<file path="src/verilog/rbiv_pkg.sv">
// Constants, register map and carrier types of the reset and vectoring block
// Functional notes
// - Execution restarts at address 0000H after reset
// - Address strobe and store strobe high during reset
// - Reset leaves on-chip data RAM untouched
// - Every special register but the power-on flag reloads reset value; soft reset also keeps soft bit and watchdog status
// - Power-on flag set at power-up, software clears
// - Soft reset only on soft bit rising
// - Soft reset keeps soft bit and watchdog status
// - Brown-out needs four consecutive low clocks
// - Brown-out without interrupt enable resets processor
// - Brown-out with enable bit vectors to 004BH
// - Brown-out interrupt keeps processor running
// - Clearing enable during brown-out forces reset
// - Four priority levels, two bits per source
// - Fixed polling order within one level
// - Both serial units share vector 0023H
// - Power-down wakes only by external 0 or 1
package rbiv_pkg;
    // ==========================================
    // Timing
    localparam int MACHINE_CYCLE_CLOCKS = 12; // Oscillator clocks per cycle
    localparam int RST_MIN_CYCLES = 2; // Machine cycles of reset pin
    localparam logic [4:0] RST_MIN_CLOCKS =
        5'(MACHINE_CYCLE_CLOCKS * RST_MIN_CYCLES);
    localparam logic [2:0] BOD_FILTER_CLOCKS = 3'h4; // Brown-out filter
    // ==========================================
    // Register byte addresses
    localparam logic [7:0] POWER_CONTROL_ADDR = 8'h00;
    localparam logic [7:0] FLASH_CONFIG_ADDR = 8'h04;
    localparam logic [7:0] WATCHDOG_CONTROL_ADDR = 8'h08;
    localparam logic [7:0] IRQ_ENABLE_ADDR = 8'h0c;
    localparam logic [7:0] PRIO_LO_ADDR = 8'h10;
    localparam logic [7:0] PRIO_HI_ADDR = 8'h14;
    localparam logic [7:0] IRQ_STATUS_ADDR = 8'h18;
    localparam logic [7:0] AUX_IRQ_ENABLE_ADDR = 8'he8;
    // ==========================================
    // Field positions
    localparam int IDLE_BIT = 0;
    localparam int POWERDOWN_BIT = 1;
    localparam int POF_BIT = 4;
    localparam int SOFT_RESET_BIT = 1;
    localparam int WATCHDOG_RESET_STATUS_BIT = 2;
    localparam int EBO_BIT = 3;
    localparam int NUM_SRC = 10; // Sources in polling order
    localparam int BOD_SRC = 1; // Brown-out slot
    localparam logic [9:0] WAKE_MASK = 10'h009; // External 0 and 1
    // ==========================================
    // Vectors
    localparam logic [15:0] RESET_VECTOR = 16'h0000;
    localparam logic [15:0] VECTORS [NUM_SRC] = '{16'h0003, 16'h004b,
        16'h000b, 16'h0013, 16'h001b, 16'h0033, 16'h003b, 16'h0043,
        16'h0023, 16'h002b};
    // ==========================================
    // Bus answers
    localparam logic [1:0] RESP_OKAY = 2'h0;
    localparam logic [1:0] RESP_DECERR = 2'h3;
    // Peripheral request flags
    typedef struct packed {
        logic timer2_external_flag;
        logic timer2_overflow_flag;
        logic sync_serial_done_flag;
        logic serial_tx_rx_flags;
        logic ext3_request_flag;
        logic ext2_request_flag;
        logic counter_array_flags;
        logic timer1_overflow_flag;
        logic ext1_request_flag;
        logic timer0_overflow_flag;
        logic ext0_request_flag;
    } rbiv_flags_t;
    // Special function bits held by the block
    typedef struct packed {
        logic idle_request_bit;
        logic powerdown_request_bit;
        logic power_on_flag;
        logic soft_reset_bit;
        logic watchdog_reset_status;
        logic brownout_irq_enable;
        logic [9:0] irq_enable;
        logic [9:0] prio_lo;
        logic [9:0] prio_hi;
    } rbiv_sfr_t;
    localparam rbiv_sfr_t SFR_RESET = '{power_on_flag: 1'b1, default: '0};
endpackage

</file>
<file path="src/verilog/rbiv_ctrl.sv">
// Reset sequencing, brown-out handling and interrupt vectoring controller
module rbiv_ctrl (
    input wire logic aclk,
    input wire logic aresetn,
    input wire logic [7:0] s_axi_awaddr,
    input wire logic s_axi_awvalid,
    output logic s_axi_awready,
    input wire logic [31:0] s_axi_wdata,
    input wire logic [3:0] s_axi_wstrb,
    input wire logic s_axi_wvalid,
    output logic s_axi_wready,
    output logic [1:0] s_axi_bresp,
    output logic s_axi_bvalid,
    input wire logic s_axi_bready,
    input wire logic [7:0] s_axi_araddr,
    input wire logic s_axi_arvalid,
    output logic s_axi_arready,
    output logic [31:0] s_axi_rdata,
    output logic [1:0] s_axi_rresp,
    output logic s_axi_rvalid,
    input wire logic s_axi_rready,
    input wire logic rst_pin,
    input wire logic brownout_pin,
    input wire rbiv_pkg::rbiv_flags_t irq_flags,
    input wire logic irq_ack,
    input wire logic irq_return,
    input wire logic cpu_ale,
    input wire logic cpu_program_store_strobe_n,
    output logic cpu_reset_n,
    output logic [15:0] boot_addr,
    output logic irq_req,
    output logic [15:0] irq_vector,
    output logic ram_write_inhibit,
    output logic ale_out,
    output logic program_store_strobe_n,
    output logic powered_down
);
    import rbiv_pkg::*;

    // ==========================================
    // Pin synchronisers
    logic [1:0] rst_sync; // Stage 0 read only by stage 1
    logic [1:0] bod_sync; // Stage 0 read only by stage 1
    // Two flops per pin
    always_ff @(posedge aclk)
    begin
        if (!aresetn)
        begin
            rst_sync <= 2'h0;
            bod_sync <= 2'h0;
        end
        else
        begin
            rst_sync <= {rst_sync[0], rst_pin};
            bod_sync <= {bod_sync[0], brownout_pin};
        end
    end

    // ==========================================
    // Reset sources
    logic [4:0] rst_cnt, next_rst_cnt; // Clocks of pin high
    logic [2:0] bod_cnt, next_bod_cnt; // Clocks below threshold
    logic [4:0] hold_cnt, next_hold_cnt; // Internal reset stretch
    rbiv_sfr_t sfr, next_sfr; // Special function bits
    logic pin_reset, bod_active, bod_reset, soft_fire, reset_now;
    logic wr_do; // Write committed this cycle
    logic [7:0] wr_addr; // Held write address
    logic [31:0] wr_data; // Held write data
    logic [3:0] wr_strb; // Held byte lanes

    assign pin_reset = rst_sync[1] && (rst_cnt == RST_MIN_CLOCKS);
    assign bod_active = (bod_cnt == BOD_FILTER_CLOCKS);
    assign bod_reset = bod_active && !sfr.brownout_irq_enable;
    assign soft_fire = wr_do && (wr_addr == FLASH_CONFIG_ADDR) && wr_strb[0]
        && wr_data[SOFT_RESET_BIT] && !sfr.soft_reset_bit
        && !reset_now; // Writes are dropped while reset is active
    assign reset_now = pin_reset || bod_reset || (hold_cnt != 5'h0);

    // Counters for pin, brown-out filter and stretch
    always_comb
    begin
        next_rst_cnt = 5'h0;
        if (rst_sync[1])
            next_rst_cnt = (rst_cnt == RST_MIN_CLOCKS) ? rst_cnt
                : rst_cnt + 5'h1;
        next_bod_cnt = 3'h0;
        if (bod_sync[1])
            next_bod_cnt = bod_active ? bod_cnt : bod_cnt + 3'h1;
        next_hold_cnt = (hold_cnt != 5'h0) ? hold_cnt - 5'h1 : 5'h0;
        if (soft_fire || bod_reset)
            next_hold_cnt = RST_MIN_CLOCKS;
    end
    always_ff @(posedge aclk)
    begin
        if (!aresetn)
        begin
            rst_cnt <= 5'h0;
            bod_cnt <= 3'h0;
            hold_cnt <= 5'h0;
        end
        else
        begin
            rst_cnt <= next_rst_cnt;
            bod_cnt <= next_bod_cnt;
            hold_cnt <= next_hold_cnt;
        end
    end

    // ==========================================
    // Interrupt arbitration
    logic [9:0] raw, pend;
    logic [1:0] lvl [NUM_SRC];
    logic [3:0] act, next_act; // Levels in service
    logic [1:0] cur_lvl, best_lvl, req_lvl, next_req_lvl;
    logic [3:0] best_idx, req_idx, next_req_idx;
    logic found, next_irq_req;
    logic [15:0] next_irq_vector;

    assign raw = {irq_flags.timer2_overflow_flag
            | irq_flags.timer2_external_flag,
        irq_flags.serial_tx_rx_flags | irq_flags.sync_serial_done_flag,
        irq_flags.ext3_request_flag, irq_flags.ext2_request_flag,
        irq_flags.counter_array_flags, irq_flags.timer1_overflow_flag,
        irq_flags.ext1_request_flag, irq_flags.timer0_overflow_flag,
        1'b0, irq_flags.ext0_request_flag};

    // Per source enable, wake gating and level
    generate
        for (genvar i = 0; i < NUM_SRC; i++)
        begin : g_src
            if (i == BOD_SRC)
            begin : g_bod
                assign pend[i] = bod_active && sfr.brownout_irq_enable
                    && !sfr.powerdown_request_bit;
            end
            else
            begin : g_per
                assign pend[i] = raw[i] && sfr.irq_enable[i]
                    && (!sfr.powerdown_request_bit || WAKE_MASK[i]);
            end
            assign lvl[i] = {sfr.prio_hi[i], sfr.prio_lo[i]};
        end
    endgenerate

    // Highest level wins, lowest poll index breaks ties
    always_comb
    begin
        found = 1'b0;
        best_lvl = 2'h0;
        best_idx = 4'h0;
        for (int i = NUM_SRC - 1; i >= 0; i--)
        begin
            if (pend[i] && (!found || lvl[i] >= best_lvl))
            begin
                found = 1'b1;
                best_lvl = lvl[i];
                best_idx = 4'(i);
            end
        end
        cur_lvl = act[3] ? 2'h3 : act[2] ? 2'h2 : act[1] ? 2'h1 : 2'h0;
    end

    // Service bookkeeping and request
    always_comb
    begin
        next_act = act;
        if (irq_return)
            next_act[cur_lvl] = 1'b0;
        if (irq_ack && irq_req)
            next_act[req_lvl] = 1'b1;
        next_irq_req = found && (next_act == 4'h0 || best_lvl >
            (next_act[3] ? 2'h3 : next_act[2] ? 2'h2 :
            next_act[1] ? 2'h1 : 2'h0));
        next_req_lvl = best_lvl;
        next_req_idx = best_idx;
        next_irq_vector = VECTORS[best_idx];
        if (reset_now)
        begin
            next_act = 4'h0;
            next_irq_req = 1'b0;
        end
    end
    always_ff @(posedge aclk)
    begin
        if (!aresetn)
        begin
            act <= 4'h0;
            irq_req <= 1'b0;
            req_lvl <= 2'h0;
            req_idx <= 4'h0;
            irq_vector <= RESET_VECTOR;
        end
        else
        begin
            act <= next_act;
            irq_req <= next_irq_req;
            req_lvl <= next_req_lvl;
            req_idx <= next_req_idx;
            irq_vector <= next_irq_vector;
        end
    end

    // ==========================================
    // Register bus slave
    logic aw_held, w_held, next_aw_held, next_w_held;
    logic [7:0] next_wr_addr;
    logic [31:0] next_wr_data, next_rdata, rd_mux;
    logic [3:0] next_wr_strb;
    logic next_awready, next_wready, next_bvalid, next_arready, next_rvalid;
    logic [1:0] next_bresp, next_rresp;
    logic wr_hit, rd_hit;

    // Lane merge for the two low bytes
    function automatic logic [9:0] merge10(logic [9:0] old, logic [31:0] d,
        logic [3:0] s);
        merge10 = {s[1] ? d[9:8] : old[9:8], s[0] ? d[7:0] : old[7:0]};
    endfunction

    assign wr_do = aw_held && w_held && !s_axi_bvalid;
    always_comb
    begin
        case (wr_addr)
            POWER_CONTROL_ADDR, FLASH_CONFIG_ADDR, WATCHDOG_CONTROL_ADDR,
            IRQ_ENABLE_ADDR, PRIO_LO_ADDR, PRIO_HI_ADDR, IRQ_STATUS_ADDR,
            AUX_IRQ_ENABLE_ADDR: wr_hit = 1'b1;
            default: wr_hit = 1'b0;
        endcase
        rd_hit = 1'b1;
        rd_mux = 32'h0;
        case (s_axi_araddr)
            POWER_CONTROL_ADDR: rd_mux = {27'h0, sfr.power_on_flag, 2'h0,
                sfr.powerdown_request_bit, sfr.idle_request_bit};
            FLASH_CONFIG_ADDR: rd_mux = {30'h0, sfr.soft_reset_bit, 1'b0};
            WATCHDOG_CONTROL_ADDR:
                rd_mux = {29'h0, sfr.watchdog_reset_status, 2'h0};
            IRQ_ENABLE_ADDR: rd_mux = {22'h0, sfr.irq_enable};
            PRIO_LO_ADDR: rd_mux = {22'h0, sfr.prio_lo};
            PRIO_HI_ADDR: rd_mux = {22'h0, sfr.prio_hi};
            IRQ_STATUS_ADDR: rd_mux = {10'h0, reset_now, bod_active, act,
                6'h0, pend};
            AUX_IRQ_ENABLE_ADDR:
                rd_mux = {28'h0, sfr.brownout_irq_enable, 3'h0};
            default: rd_hit = 1'b0;
        endcase
    end

    // Channel handshakes and answers
    always_comb
    begin
        next_aw_held = aw_held || (s_axi_awvalid && s_axi_awready);
        next_w_held = w_held || (s_axi_wvalid && s_axi_wready);
        next_wr_addr = (s_axi_awvalid && s_axi_awready) ? s_axi_awaddr
            : wr_addr;
        next_wr_data = (s_axi_wvalid && s_axi_wready) ? s_axi_wdata : wr_data;
        next_wr_strb = (s_axi_wvalid && s_axi_wready) ? s_axi_wstrb : wr_strb;
        next_bvalid = s_axi_bvalid && !s_axi_bready;
        next_bresp = s_axi_bresp;
        if (wr_do)
        begin
            next_aw_held = 1'b0;
            next_w_held = 1'b0;
            next_bvalid = 1'b1;
            next_bresp = wr_hit ? RESP_OKAY : RESP_DECERR;
        end
        next_awready = !next_aw_held && !next_bvalid;
        next_wready = !next_w_held && !next_bvalid;
        next_rvalid = s_axi_rvalid && !s_axi_rready;
        next_rdata = s_axi_rdata;
        next_rresp = s_axi_rresp;
        if (s_axi_arvalid && s_axi_arready)
        begin
            next_rvalid = 1'b1;
            next_rdata = rd_mux;
            next_rresp = rd_hit ? RESP_OKAY : RESP_DECERR;
        end
        next_arready = !next_rvalid;
    end

    // Special function bits: writes, resets and wake
    always_comb
    begin
        next_sfr = sfr;
        if (wr_do && wr_strb[0])
        begin
            case (wr_addr)
                POWER_CONTROL_ADDR:
                begin
                    next_sfr.idle_request_bit = wr_data[IDLE_BIT];
                    next_sfr.powerdown_request_bit = wr_data[POWERDOWN_BIT];
                    next_sfr.power_on_flag = wr_data[POF_BIT];
                end
                FLASH_CONFIG_ADDR:
                    next_sfr.soft_reset_bit = wr_data[SOFT_RESET_BIT];
                WATCHDOG_CONTROL_ADDR:
                    next_sfr.watchdog_reset_status = wr_data[WATCHDOG_RESET_STATUS_BIT];
                AUX_IRQ_ENABLE_ADDR:
                    next_sfr.brownout_irq_enable = wr_data[EBO_BIT];
                default: ;
            endcase
        end
        if (wr_do && wr_addr == IRQ_ENABLE_ADDR)
            next_sfr.irq_enable = merge10(sfr.irq_enable, wr_data, wr_strb);
        if (wr_do && wr_addr == PRIO_LO_ADDR)
            next_sfr.prio_lo = merge10(sfr.prio_lo, wr_data, wr_strb);
        if (wr_do && wr_addr == PRIO_HI_ADDR)
            next_sfr.prio_hi = merge10(sfr.prio_hi, wr_data, wr_strb);
        if (irq_ack && irq_req)
        begin
            next_sfr.idle_request_bit = 1'b0;
            next_sfr.powerdown_request_bit = 1'b0;
        end
        if (reset_now)
        begin
            next_sfr = SFR_RESET;
            next_sfr.power_on_flag = sfr.power_on_flag;
            if (!pin_reset && !bod_reset)
            begin
                next_sfr.soft_reset_bit = sfr.soft_reset_bit;
                next_sfr.watchdog_reset_status = sfr.watchdog_reset_status;
            end
        end
    end
    always_ff @(posedge aclk)
    begin
        if (!aresetn)
        begin
            aw_held <= 1'b0;
            w_held <= 1'b0;
            wr_addr <= 8'h0;
            wr_data <= 32'h0;
            wr_strb <= 4'h0;
            s_axi_awready <= 1'b0;
            s_axi_wready <= 1'b0;
            s_axi_bvalid <= 1'b0;
            s_axi_bresp <= RESP_OKAY;
            s_axi_arready <= 1'b0;
            s_axi_rvalid <= 1'b0;
            s_axi_rdata <= 32'h0;
            s_axi_rresp <= RESP_OKAY;
            sfr <= SFR_RESET;
        end
        else
        begin
            aw_held <= next_aw_held;
            w_held <= next_w_held;
            wr_addr <= next_wr_addr;
            wr_data <= next_wr_data;
            wr_strb <= next_wr_strb;
            s_axi_awready <= next_awready;
            s_axi_wready <= next_wready;
            s_axi_bvalid <= next_bvalid;
            s_axi_bresp <= next_bresp;
            s_axi_arready <= next_arready;
            s_axi_rvalid <= next_rvalid;
            s_axi_rdata <= next_rdata;
            s_axi_rresp <= next_rresp;
            sfr <= next_sfr;
        end
    end

    // ==========================================
    // Core facing outputs, all registered
    always_ff @(posedge aclk)
    begin
        if (!aresetn)
        begin
            cpu_reset_n <= 1'b0;
            boot_addr <= RESET_VECTOR;
            ram_write_inhibit <= 1'b1;
            ale_out <= 1'b1;
            program_store_strobe_n <= 1'b1;
            powered_down <= 1'b0;
        end
        else
        begin
            cpu_reset_n <= !reset_now;
            boot_addr <= RESET_VECTOR;
            ram_write_inhibit <= reset_now;
            ale_out <= reset_now || (cpu_ale
                && !sfr.powerdown_request_bit);
            program_store_strobe_n <= reset_now || (cpu_program_store_strobe_n
                && !sfr.powerdown_request_bit);
            powered_down <= sfr.powerdown_request_bit && !reset_now;
        end
    end
endmodule

</file>
<file path="config.mk">
export PLATFORM = sky130hd
export DESIGN_NAME = rbiv_ctrl
export DESIGN_NICKNAME = d
export VERILOG_FILES = /design/src/verilog/rbiv_pkg.sv /design/src/verilog/rbiv_ctrl.sv
export SDC_FILE = /design/constraint.sdc
export NUM_CORES = 1
export LEC_CHECK = 0
export BUFFER_PORTS_ARGS = -buffer_cell sky130_fd_sc_hd__buf_2
export CAP_MARGIN = 40
export CORE_MARGIN = 2
export CORE_UTILIZATION = 49
export CTS_CLUSTER_DIAMETER = 50
export DETAILED_ROUTE_END_ITERATION = 12
export PLACE_DENSITY_LB_ADDON = 0.05
export SETUP_SLACK_MARGIN = 0.4
export SYNTH_ARGS = -nofsm -noshare
export SYNTH_HDL_FRONTEND = slang
export SYNTH_SLANG_ARGS = --single-unit
</file>
<file path="constraint.sdc">
create_clock -name aclk -period 14.2 [get_ports aclk]
set_clock_uncertainty 0.15 [all_clocks]
set_input_delay 3.55 -clock aclk [delete_from_list [all_inputs] [get_ports aclk]]
set_output_delay 3.55 -clock aclk [all_outputs]
set_load 0.05 [all_outputs]
</file>
# Word level (Yosys, flattened, before mapping)
# Memory sizes are Yosys's and may differ from the RTL's. A register that Yosys moved wholly into a read port is not among the register bits.
# Cells that the tools add are included.
[op_classes] addsub=3 order_cmp=14 n_eq_ne=17 n_mux=68 bitwise_logic=9 reduce_logical=120
[op_table] op="$pmux 22 s8" count=1
[op_table] op="$logic_and 1x1->1" count=55
[op_table] op="$eq 8x5->1 const B" count=6
[op_table] op="$mux 4" count=12
[op_table] op="$mux 2" count=20
[op_table] op="$mux 33" count=1
[op_table] op="$eq 8x4->1 const B" count=4
[op_table] op="$mux 10" count=3
[op_table] op="$mux 8" count=3
[op_table] op="$logic_not 1->1" count=23
[op_table] op="$mux 1" count=23
[op_table] op="$reduce_and 2->1" count=10
[op_table] op="$ge 2x2->1" count=9
[op_table] op="$logic_or 1x1->1" count=17
[op_table] op="$eq 8x3->1 const B" count=2
[op_table] op="$eq 8x8->1 const B" count=2
[op_table] op="$logic_not 8->1" count=2
[op_table] op="$reduce_or 8->1" count=2
[op_table] op="$mux 5" count=2
[op_table] op="$reduce_and 3->1" count=3
[op_table] op="$lt 2x3->1 const B" count=2
[op_table] op="$reduce_bool 2->1" count=3
[op_table] op="$reduce_or 3->1" count=2
[op_table] op="$add 5x1->5 const B" count=1
[op_table] op="other kinds (18)" count=23
[totals] regBits=128 romBits=256 output_inout_bits=79 word_cells=271 n_memories=1
[memory_table] name="(name not given)" depth=16 width=16 read_ports=1 rd_clocked_by_memory_dff=1 wr=0 line="rbiv_ctrl.sv:176" rtl="next_irq_vector = VECTORS[best_idx];"

# Depth between registers and ports, before layout
# Gate-level depths: netlist of run 1.
[logic_depth] ltp_word=43 depth_mapped=72 depth_no_buf=69

# Least setup slack after synthesis of run 1
# Ideal clock, no wire load.
[synth_timing] path_kind="input to register" startpoint="input irq_flags[10] (netlist name)" endpoint="register irq_req" arrival_time_ps=14737 path_slack_ps=-819 stages=67 n_path_buf=2 path_cell_list="nor2_2 > nor2_1 > and2_1 > ha_1 > nand2b_1 > a2111oi_4 > nor2_1 > a22oi_1 > inv_1 > ha_1 > nand2b_1 > a21oi_1 > a21oi_4 > a221oi_2 > nor2_1 > ha_1 > nand2b_1 > a21oi_1 > (+31 left out) > o21ai_2 > ha_1 > nand2b_1 > a21oi_1 > a21o_1 > mux2_2 > ha_1 > nand2b_1 > a21oi_1 > a21o_4 > nand2_2 > o22ai_1 > a21oi_1 > ha_1 > a21oi_1 > a21oi_1 > nor2_1 > nor3_1"
[synth_via] elab_chain_len=43 elab_cells_between_ends=62 cone_classes="order compare (10); mux (20); bitwise (1); reduce/logical (31)"
[synth_rtl] element="from (decl)" line="rbiv_ctrl.sv:24" rtl="input wire rbiv_pkg::rbiv_flags_t irq_flags,"
[synth_rtl] element="$or 1x1->1 *" line="rbiv_ctrl.sv:120" rtl="| irq_flags.timer2_external_flag,"
[synth_rtl] element="$logic_and 1x1->1 *" line="rbiv_ctrl.sv:138" rtl="assign pend[i] = raw[i] && sfr.irq_enable[i]"
[synth_rtl] element="$logic_and 1x1->1 *" line="rbiv_ctrl.sv:139" rtl="&& (!sfr.powerdown_request_bit || WAKE_MASK[i]);"
[synth_rtl] element="$mux 2 / $mux 1 (equally long branches)" line="rbiv_ctrl.sv:153" rtl="if (pend[i] && (!found || lvl[i] >= best_lvl))"
[synth_rtl] element="$ge 2x2->1 / $logic_not 1->1 (equally long branches)" line="rbiv_ctrl.sv:153"
[synth_rtl] element="$logic_or 1x1->1" line="rbiv_ctrl.sv:153"
[synth_rtl] element="$logic_and 1x1->1" line="rbiv_ctrl.sv:153"
[synth_rtl] element="$mux 2 / $mux 1 (equally long branches)" line="rbiv_ctrl.sv:153"
[synth_rtl] element="(+28 left out)"
[synth_rtl] element="$ge 2x2->1 / $logic_not 1->1 (equally long branches)" line="rbiv_ctrl.sv:153"
[synth_rtl] element="$logic_or 1x1->1" line="rbiv_ctrl.sv:153"
[synth_rtl] element="$logic_and 1x1->1" line="rbiv_ctrl.sv:153"
[synth_rtl] element="$mux 2 *" line="rbiv_ctrl.sv:153"
[synth_rtl] element="named net best_lvl[1]" line="rbiv_ctrl.sv:114" rtl="logic [1:0] cur_lvl, best_lvl, req_lvl, next_req_lvl;"
[synth_rtl] element="$gt 2x2->1 *" line="rbiv_ctrl.sv:171" rtl="next_irq_req = found && (next_act == 4'h0 || best_lvl >"
[synth_rtl] element="$logic_or 1x1->1 *" line="rbiv_ctrl.sv:171"
[synth_rtl] element="$logic_and 1x1->1 *" line="rbiv_ctrl.sv:171"
[synth_rtl] element="to (signal assigned)" line="rbiv_ctrl.sv:196" rtl="irq_req <= next_irq_req;"
[synth_rtl] element="to (decl)" line="rbiv_ctrl.sv:31" rtl="output logic irq_req,"
# Mark *: on every way through the listed nets, which the timed path passes. The rest lies on a longest branch.
# A chain may end at the register's enable or synchronous reset.

# Worst setup path in the final report of run 1
[layout_timing] startpoint="input irq_flags[10] (netlist name)" endpoint="register irq_req"
[layout_via] elab_chain_len=43 elab_cells_between_ends=62 cone_classes="order compare (10); mux (20); bitwise (1); reduce/logical (31)"
[layout_rtl] element="$or 1x1->1 *" line="rbiv_ctrl.sv:120"
[layout_rtl] element="$logic_and 1x1->1 *" line="rbiv_ctrl.sv:138"
[layout_rtl] element="$logic_and 1x1->1 *" line="rbiv_ctrl.sv:139"
[layout_rtl] element="$mux 2 / $mux 1 (equally long branches)" line="rbiv_ctrl.sv:153"
[layout_rtl] element="$ge 2x2->1 / $logic_not 1->1 (equally long branches)" line="rbiv_ctrl.sv:153"
[layout_rtl] element="$logic_or 1x1->1" line="rbiv_ctrl.sv:153"
[layout_rtl] element="$logic_and 1x1->1" line="rbiv_ctrl.sv:153"
[layout_rtl] element="$mux 2 / $mux 1 (equally long branches)" line="rbiv_ctrl.sv:153"
[layout_rtl] element="(+27 left out)"
[layout_rtl] element="$mux 2 / $mux 1 (equally long branches)" line="rbiv_ctrl.sv:153"
[layout_rtl] element="$ge 2x2->1 / $logic_not 1->1 (equally long branches)" line="rbiv_ctrl.sv:153"
[layout_rtl] element="$logic_or 1x1->1" line="rbiv_ctrl.sv:153"
[layout_rtl] element="$logic_and 1x1->1" line="rbiv_ctrl.sv:153"
[layout_rtl] element="$mux 2" line="rbiv_ctrl.sv:153"
[layout_rtl] element="$gt 2x2->1" line="rbiv_ctrl.sv:171"
[layout_rtl] element="$logic_or 1x1->1" line="rbiv_ctrl.sv:171"
[layout_rtl] element="$logic_and 1x1->1 *" line="rbiv_ctrl.sv:171"
# Every way passes the cells marked *; elsewhere a longest branch is shown, timed or not.

==> results.txt, run 1 <==
----------------------------------------------------
[Detailed routing]
  Number of vias per cell ... 5.357
  Remaining antenna violation count after routing ... 0
  Overall routed net length ... approximately 17000 microns
  First-pass detailed-route iteration total ... 5
  Number of design rule violations left after detail routing ... 0
  Drt wl/cell ... approximately 16 microns
  Overall via count from detail_route ... 5845
  Iter 0 DRT Violations ... 337

[Synthesis]
  Post-synth top area share ... 0.3636
  Share of the synthesized netlist area taken by xor and xnor gates ... 0.008300
  Asr flop ratio synth ... 0
  Per-instance average area after synthesis ... 8.374 sq um
  Fraction of the mapped netlist area in compound gates ... 0.1781
  Yosys synthesis warning count ... 0
  Largest cells by area after synthesis ... sky130_fd_sc_hd__dfxtp_1 36%, sky130_fd_sc_hd__mux2i_1 6.3%, sky130_fd_sc_hd__nand2_1 5.9%
  Number of enable flip-flop cells after synthesis ... 0
  Cells after synthesis ... around 760
  Simple-gate portion of the synthesized area ... 0.2375
  Synth Flop Type ... sky130_fd_sc_hd__dfxtp_1
  Multiplexer share of the synthesized area ... 0.07036
  Synth Register Bits ... 115
  Count of unique library cells instantiated by Yosys ... 89
  Cell accounting for the most synthesized area ... sky130_fd_sc_hd__dfxtp_1
  Combined area of all synthesized cells ... 6331 sq um
  Main combinational cell family by area after synthesis ... simple AND/OR/NAND/NOR gates
  Adder-cell share of the synthesized area ... 0.05494
  Portion of the post-synthesis area used by sequential elements ... 0.3636

[Min path]
  Min-Delay Path Depth ... 1
  Startpoint of the lowest-slack hold path ... hold_cnt[0]
  Hold Path Sink ... hold_cnt[0]
  Path type of the worst min-delay path ... reg2reg

[Worst setup path]
  Crit start category ... primary input
  Startpoint of the lowest-slack register-to-register path ... sfr[34]
  Reg-to-reg endpoint ... irq_req
  CP arrival ... approximately 14 ns
  Most used cell along the critical path ... sky130_fd_sc_hd__nand2b_4
  Reg2Reg Depth ... 66
  Internal reg-to-reg setup slack ... 2.79 ns
  Maximum single-stage delay on the critical path ... between 0.3 and 0.4 ns
  WP data required ... 14.38 ns
  Maximum fanout encountered on the critical timing path ... 6
  Endpoint type of the worst setup path ... flop
  Slowest stage cell, crit path ... sky130_fd_sc_hd__a2111oi_4
  Type of the setup path with the least slack ... in2reg

[Clock tree]
  TritonCTS clock tree ... done
  Number of buffers added by the clock tree synthesis step ... 17
  Sinks on the clock net ... 115
  Clock-pin slew on the worst setup and hold paths ... 0.05 ns
  Later-pin clock latency in the skew report ... roughly 0.41 ns
  CTS root buf ... sky130_fd_sc_hd__clkbuf_16
  Count of H-tree levels built during CTS ... 4
  Max clock buf depth ... 2

[Timing]
  Max-slew violation total from the final report ... 0
  Slew headroom ... 0.4925
  Setup repair after global routing missed its margin ... true
  Number of failing hold endpoints at the final stage ... 0
  Worst Tran Pin Value ... 0.7608 ns
  Max Fclk ... 72.09 MHz
  Fin crit share ... 0.9769
  Final setup violation count ... 0
  Time the worst path needs with I/O delays and setup ... 13.87 ns

[Floorplan]
  Initial standard-cell utilization of the core ... 0.5017
  Core area ... between 10000 and 15000 sq um
  Row count ... 41
  Die ar. ... 13850 sq um
  Die Wd ... 117.7 microns
  DIE HEIGHT ... 117.7 microns
  IO Count ... around 160

[GRT]
  Number of antenna violations at the first check in global routing ... 2
  Aggregate global routing overflow ... 0
  Global-route wire length before repair ... 27160 microns
  All-Layer GR Usage ... 0.2452
  Largest net degree at the start of global routing ... 41
  Via count of the first global-routing pass ... 5576

[Place]
  Global placement routability congestion ... 0.8305
  Half-perimeter wire length after detailed placement ... around 12000 microns
  Buffers added on ports ... 88
  Cell total after placement ... 1021

[Cells and area]
  Final cell count without fillers ... 1091
  Fraction of final layout cells with drive strength greater than 1 ... 0.3126
  Syn-to-layout area delta ... 31.74%
  # nets final ... 1011

[Pwr]
  Leakage power total ... roughly 3.6 nW
  Overall power after layout ... 0.9370 mW
  Pwr per Cell Area ... 112.3 nW/um^2
  Highest ir drop seen on vdd ... 0.09636 mV

[Flow run]
  Number of max-capacitance violations reported ... 0

[Status]
  Run status ... finished, final reports clean

----------------------------------------------------
[critical path, delay by kind of cell]
kind,cells,cell delay (ns)
AOI/OAI and AO/OA,28,4.41
and+or+nand+nor,25,2.87
muxes,1,0.33
adders and majority gates,10,2.69
buffers and inverters,3,0.22
[how the worst max path moves through the flow]
stage,endpoint,startpoint,cells past startpoint,slack (ns)
final,irq_req,irq_flags[10],67,0.33
after detailed placement,irq_req,irq_flags[9],67,-0.43
after CTS,irq_req,irq_flags[9],67,0.22
after global placement,irq_req,irq_flags[9],67,-0.18
after global routing,irq_req,irq_flags[10],68,-0.20
after floorplan,irq_req,irq_flags[9],67,0.02
[Yosys cell counts, types with 16 or more instances]
library cell,n
sky130_fd_sc_hd__a21oi_1,58
sky130_fd_sc_hd__nand2b_1,16
sky130_fd_sc_hd__inv_1,25
sky130_fd_sc_hd__clkbuf_1,26
sky130_fd_sc_hd__o21ai_0,16
sky130_fd_sc_hd__dfxtp_1,115
sky130_fd_sc_hd__mux2i_1,40
sky130_fd_sc_hd__nand3_1,18
sky130_fd_sc_hd__ha_1,27
sky130_fd_sc_hd__buf_4,45
sky130_fd_sc_hd__nor2_1,96
sky130_fd_sc_hd__nand2_1,100
[metrics by stage]
step                      hold slack, ns  utilization  setup slack (ns)  instance area [sq um]  TNS, ns
after floorplan                   0.2619            -           0.02012                   6589        0
after global placement            0.2776       0.5575           -0.1838                   7036  -0.3469
after detailed placement          0.2683       0.5609           -0.4325                   7078   -1.673
after CTS                         0.2920       0.6384            0.2153                   8056        0
after global routing              0.2989       0.6607           -0.1973                   8338  -0.4338
final                             0.2883       0.6609            0.3278                   8341        0
[layout make-up]
cell class              count  area (sq um)
diodes                      1         2.502
clock buffers              25         515.5
clock inverters             4         95.09
fillers                  1077          4279
inverters                  27         101.3
multi-input cells         583          4050
flip-flops and latches    115          2302
well taps                 172         215.2
repair buffers            164          1059
[routing by layer]
metal / GRT usage / share of wire / routed length [microns] / up-vias
met5: 0 / 0.00076 / 13 / -
met4: 0.09262 / 0.025 / 425 / 2
met3: 0.05136 / 0.047 / 803 / 38
met2: 0.4324 / 0.50 / 8514 / 183
met1: 0.2919 / 0.43 / 7411 / 2767
li1: - / - / - / 2855
[state kept, by name (all words and copies together) (netlist names), 2 cells and up]
register and flops:
sfr 16, s_axi_rdata 16, hold_cnt 5, lvl 20, wr_strb 2, bod_cnt 3
rst_sync 2, bod_sync 2, rst_cnt 5, req_lvl 2, wr_addr 8, irq_vector 5
wr_data 10, act 4
[kinds of logic after synthesis]
group,after synthesis
AND/OR/NAND/NOR,311
multiplexers,44
other,1
adder cells (fa/ha/maj),28
buffers and inverters,99
XOR/XNOR,6
AO/OA/AOI/OAI,152
flip-flops,115
[layout by cell type, fill, tap and decap left out, types with 5 or more instances in the layout]
master,instances
sky130_fd_sc_hd__a21o_1,7
sky130_fd_sc_hd__and2_4,7
sky130_fd_sc_hd__nand2b_4,13
sky130_fd_sc_hd__nor2b_1,5
sky130_fd_sc_hd__buf_6,10
sky130_fd_sc_hd__a211oi_1,6
sky130_fd_sc_hd__dfxtp_1,115
sky130_fd_sc_hd__clkbuf_16,17
sky130_fd_sc_hd__nor2_1,93
sky130_fd_sc_hd__and3_1,7
sky130_fd_sc_hd__conb_1,42
sky130_fd_sc_hd__a21oi_4,6
sky130_fd_sc_hd__buf_4,66
sky130_fd_sc_hd__nand2b_1,6
sky130_fd_sc_hd__and2_1,9
sky130_fd_sc_hd__a22oi_1,5
sky130_fd_sc_hd__nor3_1,15
sky130_fd_sc_hd__mux2i_1,39
sky130_fd_sc_hd__ha_4,7
sky130_fd_sc_hd__nand3_1,18
sky130_fd_sc_hd__a21oi_2,5
sky130_fd_sc_hd__nand2_1,94
sky130_fd_sc_hd__ha_1,20
sky130_fd_sc_hd__inv_1,23
sky130_fd_sc_hd__a21oi_1,49
sky130_fd_sc_hd__clkbuf_8,6
sky130_fd_sc_hd__buf_2,87
sky130_fd_sc_hd__o21ai_0,13
[report_power, final]
group	internal (mW)	total, mW	switching, mW
logic	0.0342	0.146	0.112
registers	0.339	0.350	0.0107
clock network	0.300	0.441	0.141
[what timing repair did]
item / 4_1_cts / 5_1_grt
pin swaps: 34 / 52
hold buffers: 0 / 0
setup buffers: 32 / 8
endpoints found under the setup margin: 5 / 7
resized for setup: 26 / 37
No activity file was read; power rests on OpenSTA's default activity.
==> inputs of run 2 (changes only) <==
CORE_UTILIZATION = 54   (was 49)
clock period = 14.5 ns   (was 14.2 ns; I/O delays follow)
==> run 2 against run 1 <==
Against the previous run:
- cell count shrank 3.8%
- final area shrank 3.8%
- worst setup slack lost 0.050 ns
- sequential share of layout area grew 1.1 points
- highest routed layer unchanged
- critical path type unchanged
- first-iteration DRC count grew 26%
- die area shrank 9.0%
- register-to-register slack lost 0.02 ns
- largest power group unchanged
- clock-buffer cell count shrank 3
==> results.txt, run 2 (synthesized netlist as in run 1, its figures left out) <==
----------------------------------------------------
[Worst setup path]
  Crit start category ... primary input
  Number of buffer and inverter stages on the critical path ... 3 (unchanged)
  Slowest stage cell, crit path ... sky130_fd_sc_hd__a2111oi_4
  Type of the setup path with the least slack ... in2reg
  Internal reg-to-reg setup slack ... 2.77 ns (-0.02 ns)
  CP arrival ... 14.35 ns (+0.30 ns)
  Category of cells accounting for the largest share of critical-path delay ... compound AO/OA/AOI/OAI gates
  Endpoint type of the worst setup path ... flop
  WP data required ... 14.63 ns (+0.25 ns)
  Maximum single-stage delay on the critical path ... 0.33 ns (about the same)
  Startpoint of the lowest-slack register-to-register path ... sfr[34]
  Reg-to-reg endpoint ... irq_req
  Reg2Reg Depth ... 67 (+1.5%)
  Maximum fanout encountered on the critical timing path ... 6 (unchanged)

[Floorplan]
  Die ar. ... 12610 sq um (-9.0%)
  IO Count ... 155 (unchanged)
  Row count ... 39 (-4.9%)
  Core area ... 11420 sq um (-9.5%)
  DIE HEIGHT ... 112.3 microns (-4.6%)
  Initial standard-cell utilization of the core ... 0.5545 (+0.05277)
  Die Wd ... 112.3 microns (-4.6%)

[Status]
  Run status ... finished, final reports clean

[Timing]
  Time the worst path needs with I/O delays and setup ... 14.22 ns
  Fin crit share ... 0.9808
  Worst Tran Pin Value ... 0.7558 ns (-0.004924 ns)
  Max-slew violation total from the final report ... 0 (unchanged)
  Max Fclk ... ~70 MHz
  Slew headroom ... 0.4831 (-0.009460)
  Setup repair after global routing missed its margin ... true
  Number of failing hold endpoints at the final stage ... 0 (unchanged)
  Final setup violation count ... 0 (unchanged)
  Worst slack on hold paths ... 0.2929 ns (+0.004627 ns)

[GRT]
  Largest net degree at the start of global routing ... 44 (+7.3%)
  All-Layer GR Usage ... 0.2636 (+0.01840)
  Global-route wire length before repair ... 26680 microns (-1.8%)
  Aggregate global routing overflow ... 0 (unchanged)
  Via count of the first global-routing pass ... 5501 (-1.3%)
  Number of antenna violations at the first check in global routing ... 1 (-1)

[Detailed routing]
  Overall via count from detail_route ... 5821 (-0.41%)
  Iter 0 DRT Violations ... 423 (+26%)
  Remaining antenna violation count after routing ... 0 (unchanged)
  Number of vias per cell ... 5.544 (+3.5%)
  Overall routed net length ... 16870 microns (-1.7%)
  First-pass detailed-route iteration total ... 7 (+2)
  Number of design rule violations left after detail routing ... 0 (unchanged)
  Drt wl/cell ... 16.07 microns (+2.1%)

[Clock tree]
  Count of H-tree levels built during CTS ... 4 (unchanged)
  Max clock buf depth ... 2 (unchanged)
  Count of hold-fix buffers inserted at cts ... 0 (unchanged)
  Number of buffers added by the clock tree synthesis step ... 17 (unchanged)
  Sinks on the clock net ... 115 (unchanged)
  Clock-pin slew on the worst setup and hold paths ... 0.05 ns (about the same)
  TritonCTS clock tree ... done
  Later-pin clock latency in the skew report ... 0.42 ns (about the same)
  CTS root buf ... sky130_fd_sc_hd__clkbuf_16

[Cells and area]
  Footprint of the flip-flops and latches ... 2302 sq um (unchanged)
  Most used cells in the layout excluding fill and tap cells ... 115 x sky130_fd_sc_hd__dfxtp_1, 95 x sky130_fd_sc_hd__nand2_1, 93 x sky130_fd_sc_hd__nor2_1
  Number of fill cells in the layout ... 926 (-14%)
  Fraction of final layout cells with drive strength greater than 1 ... 0.2999 (-0.01275)
  Area of the multi-input gates ... 3953 sq um (-2.4%)
  Most common cell after layout, fill and taps aside ... sky130_fd_sc_hd__dfxtp_1
  Final cell count without fillers ... 1050 (-3.8%)
  # nets final ... 998 (-1.3%)
  Syn-to-layout area delta ... 26.74%
  Max FFs per register ... 20 (unchanged)
  Antenna Diode Count ... 0 (-1)

[Min path]
  Hold Path Sink ... hold_cnt[0]
  Min-Delay Path Depth ... 1 (unchanged)
  Startpoint of the lowest-slack hold path ... hold_cnt[0]
  Path type of the worst min-delay path ... reg2reg

[Place]
  Cell total after placement ... 990 (-3.0%)
  Global placement routability congestion ... 0.8292 (-0.16%)
  Buffers added on ports ... 88 (unchanged)
  Half-perimeter wire length after detailed placement ... 12030 microns (-3.6%)

[Pwr]
  Leakage power total ... 3.424 nW (-4.0%)
  Pwr per Cell Area ... 108.6 nW/um^2 (-3.3%)
  Highest ir drop seen on vdd ... 0.1385 mV (+44%)

[Flow run]
  Number of max-capacitance violations reported ... 0 (unchanged)

----------------------------------------------------
## run 2: repair_timing
action | 4_1_cts | 5_1_grt
resized for setup | 6 | 46
setup endpoints to repair | 2 | 7
pin swaps | 16 | 43
setup buffers | 15 | 14
## run 2: worst max path at each step
stage / cells after the start / endpoint / from
floorplan: 67 / irq_req / irq_flags[9]
global placement: 68 / irq_req / irq_flags[9]
detailed placement: 65 / irq_req / irq_flags[9]
CTS: 67 / irq_req / irq_flags[9]
global route: 68 / irq_req / irq_flags[10]
finish: 68 / irq_req / irq_flags[10]
## run 2: final cells by class
cell class                 instances  area share
clock buffer                      22     0.05910
sequential                       115      0.2869
timing repair buffer             151      0.1163
inverter                          27     0.01263
tap                              143     0.02230
multi-input combinational        583      0.4926
clock inverter                     9     0.01014
## run 2: power breakdown
group | switching [mW] | internal [mW]
clock | 0.141 | 0.246
sequential | 0.00953 | 0.332
combinational | 0.109 | 0.0332
## run 2: metrics by stage
step	setup TNS (ns)	power (mW)	worst slack [ns]	cell area (sq um)	utilization
detailed placement	-0.1285	0.4884	-0.1285	7010	0.6140
global placement	0	0.4851	0.09158	6999	0.6130
CTS	0	0.8749	0.2991	7697	0.6741
floorplan	0	0.4632	0.2451	6589	-
finish	0	0.8716	0.2779	8024	0.7027
global route	-1.013	0.9046	-0.3027	8024	0.7027
## run 2: worst register-to-register path, delay by kind of cell (launching register included)
family / cells / cell delay (ns)
AO/OA/AOI/OAI: 29 / 4.50
adder cells (fa/ha/maj): 10 / 2.68
buffers and inverters: 2 / 0.13
flip-flops: 1 / 0.60
multiplexers: 2 / 0.61
AND/OR/NAND/NOR: 24 / 2.95
## run 2: layer usage
metal / GRT usage / vias up / share of wire / routed length (microns)
met1: 0.3295 / 2755 / 0.42 / 7122
met2: 0.4438 / 221 / 0.49 / 8307
met4: 0.08455 / 2 / 0.015 / 257
li1: - / 2815 / - / -
met5: 0 / - / 0.00059 / 10
met3: 0.07181 / 28 / 0.070 / 1173
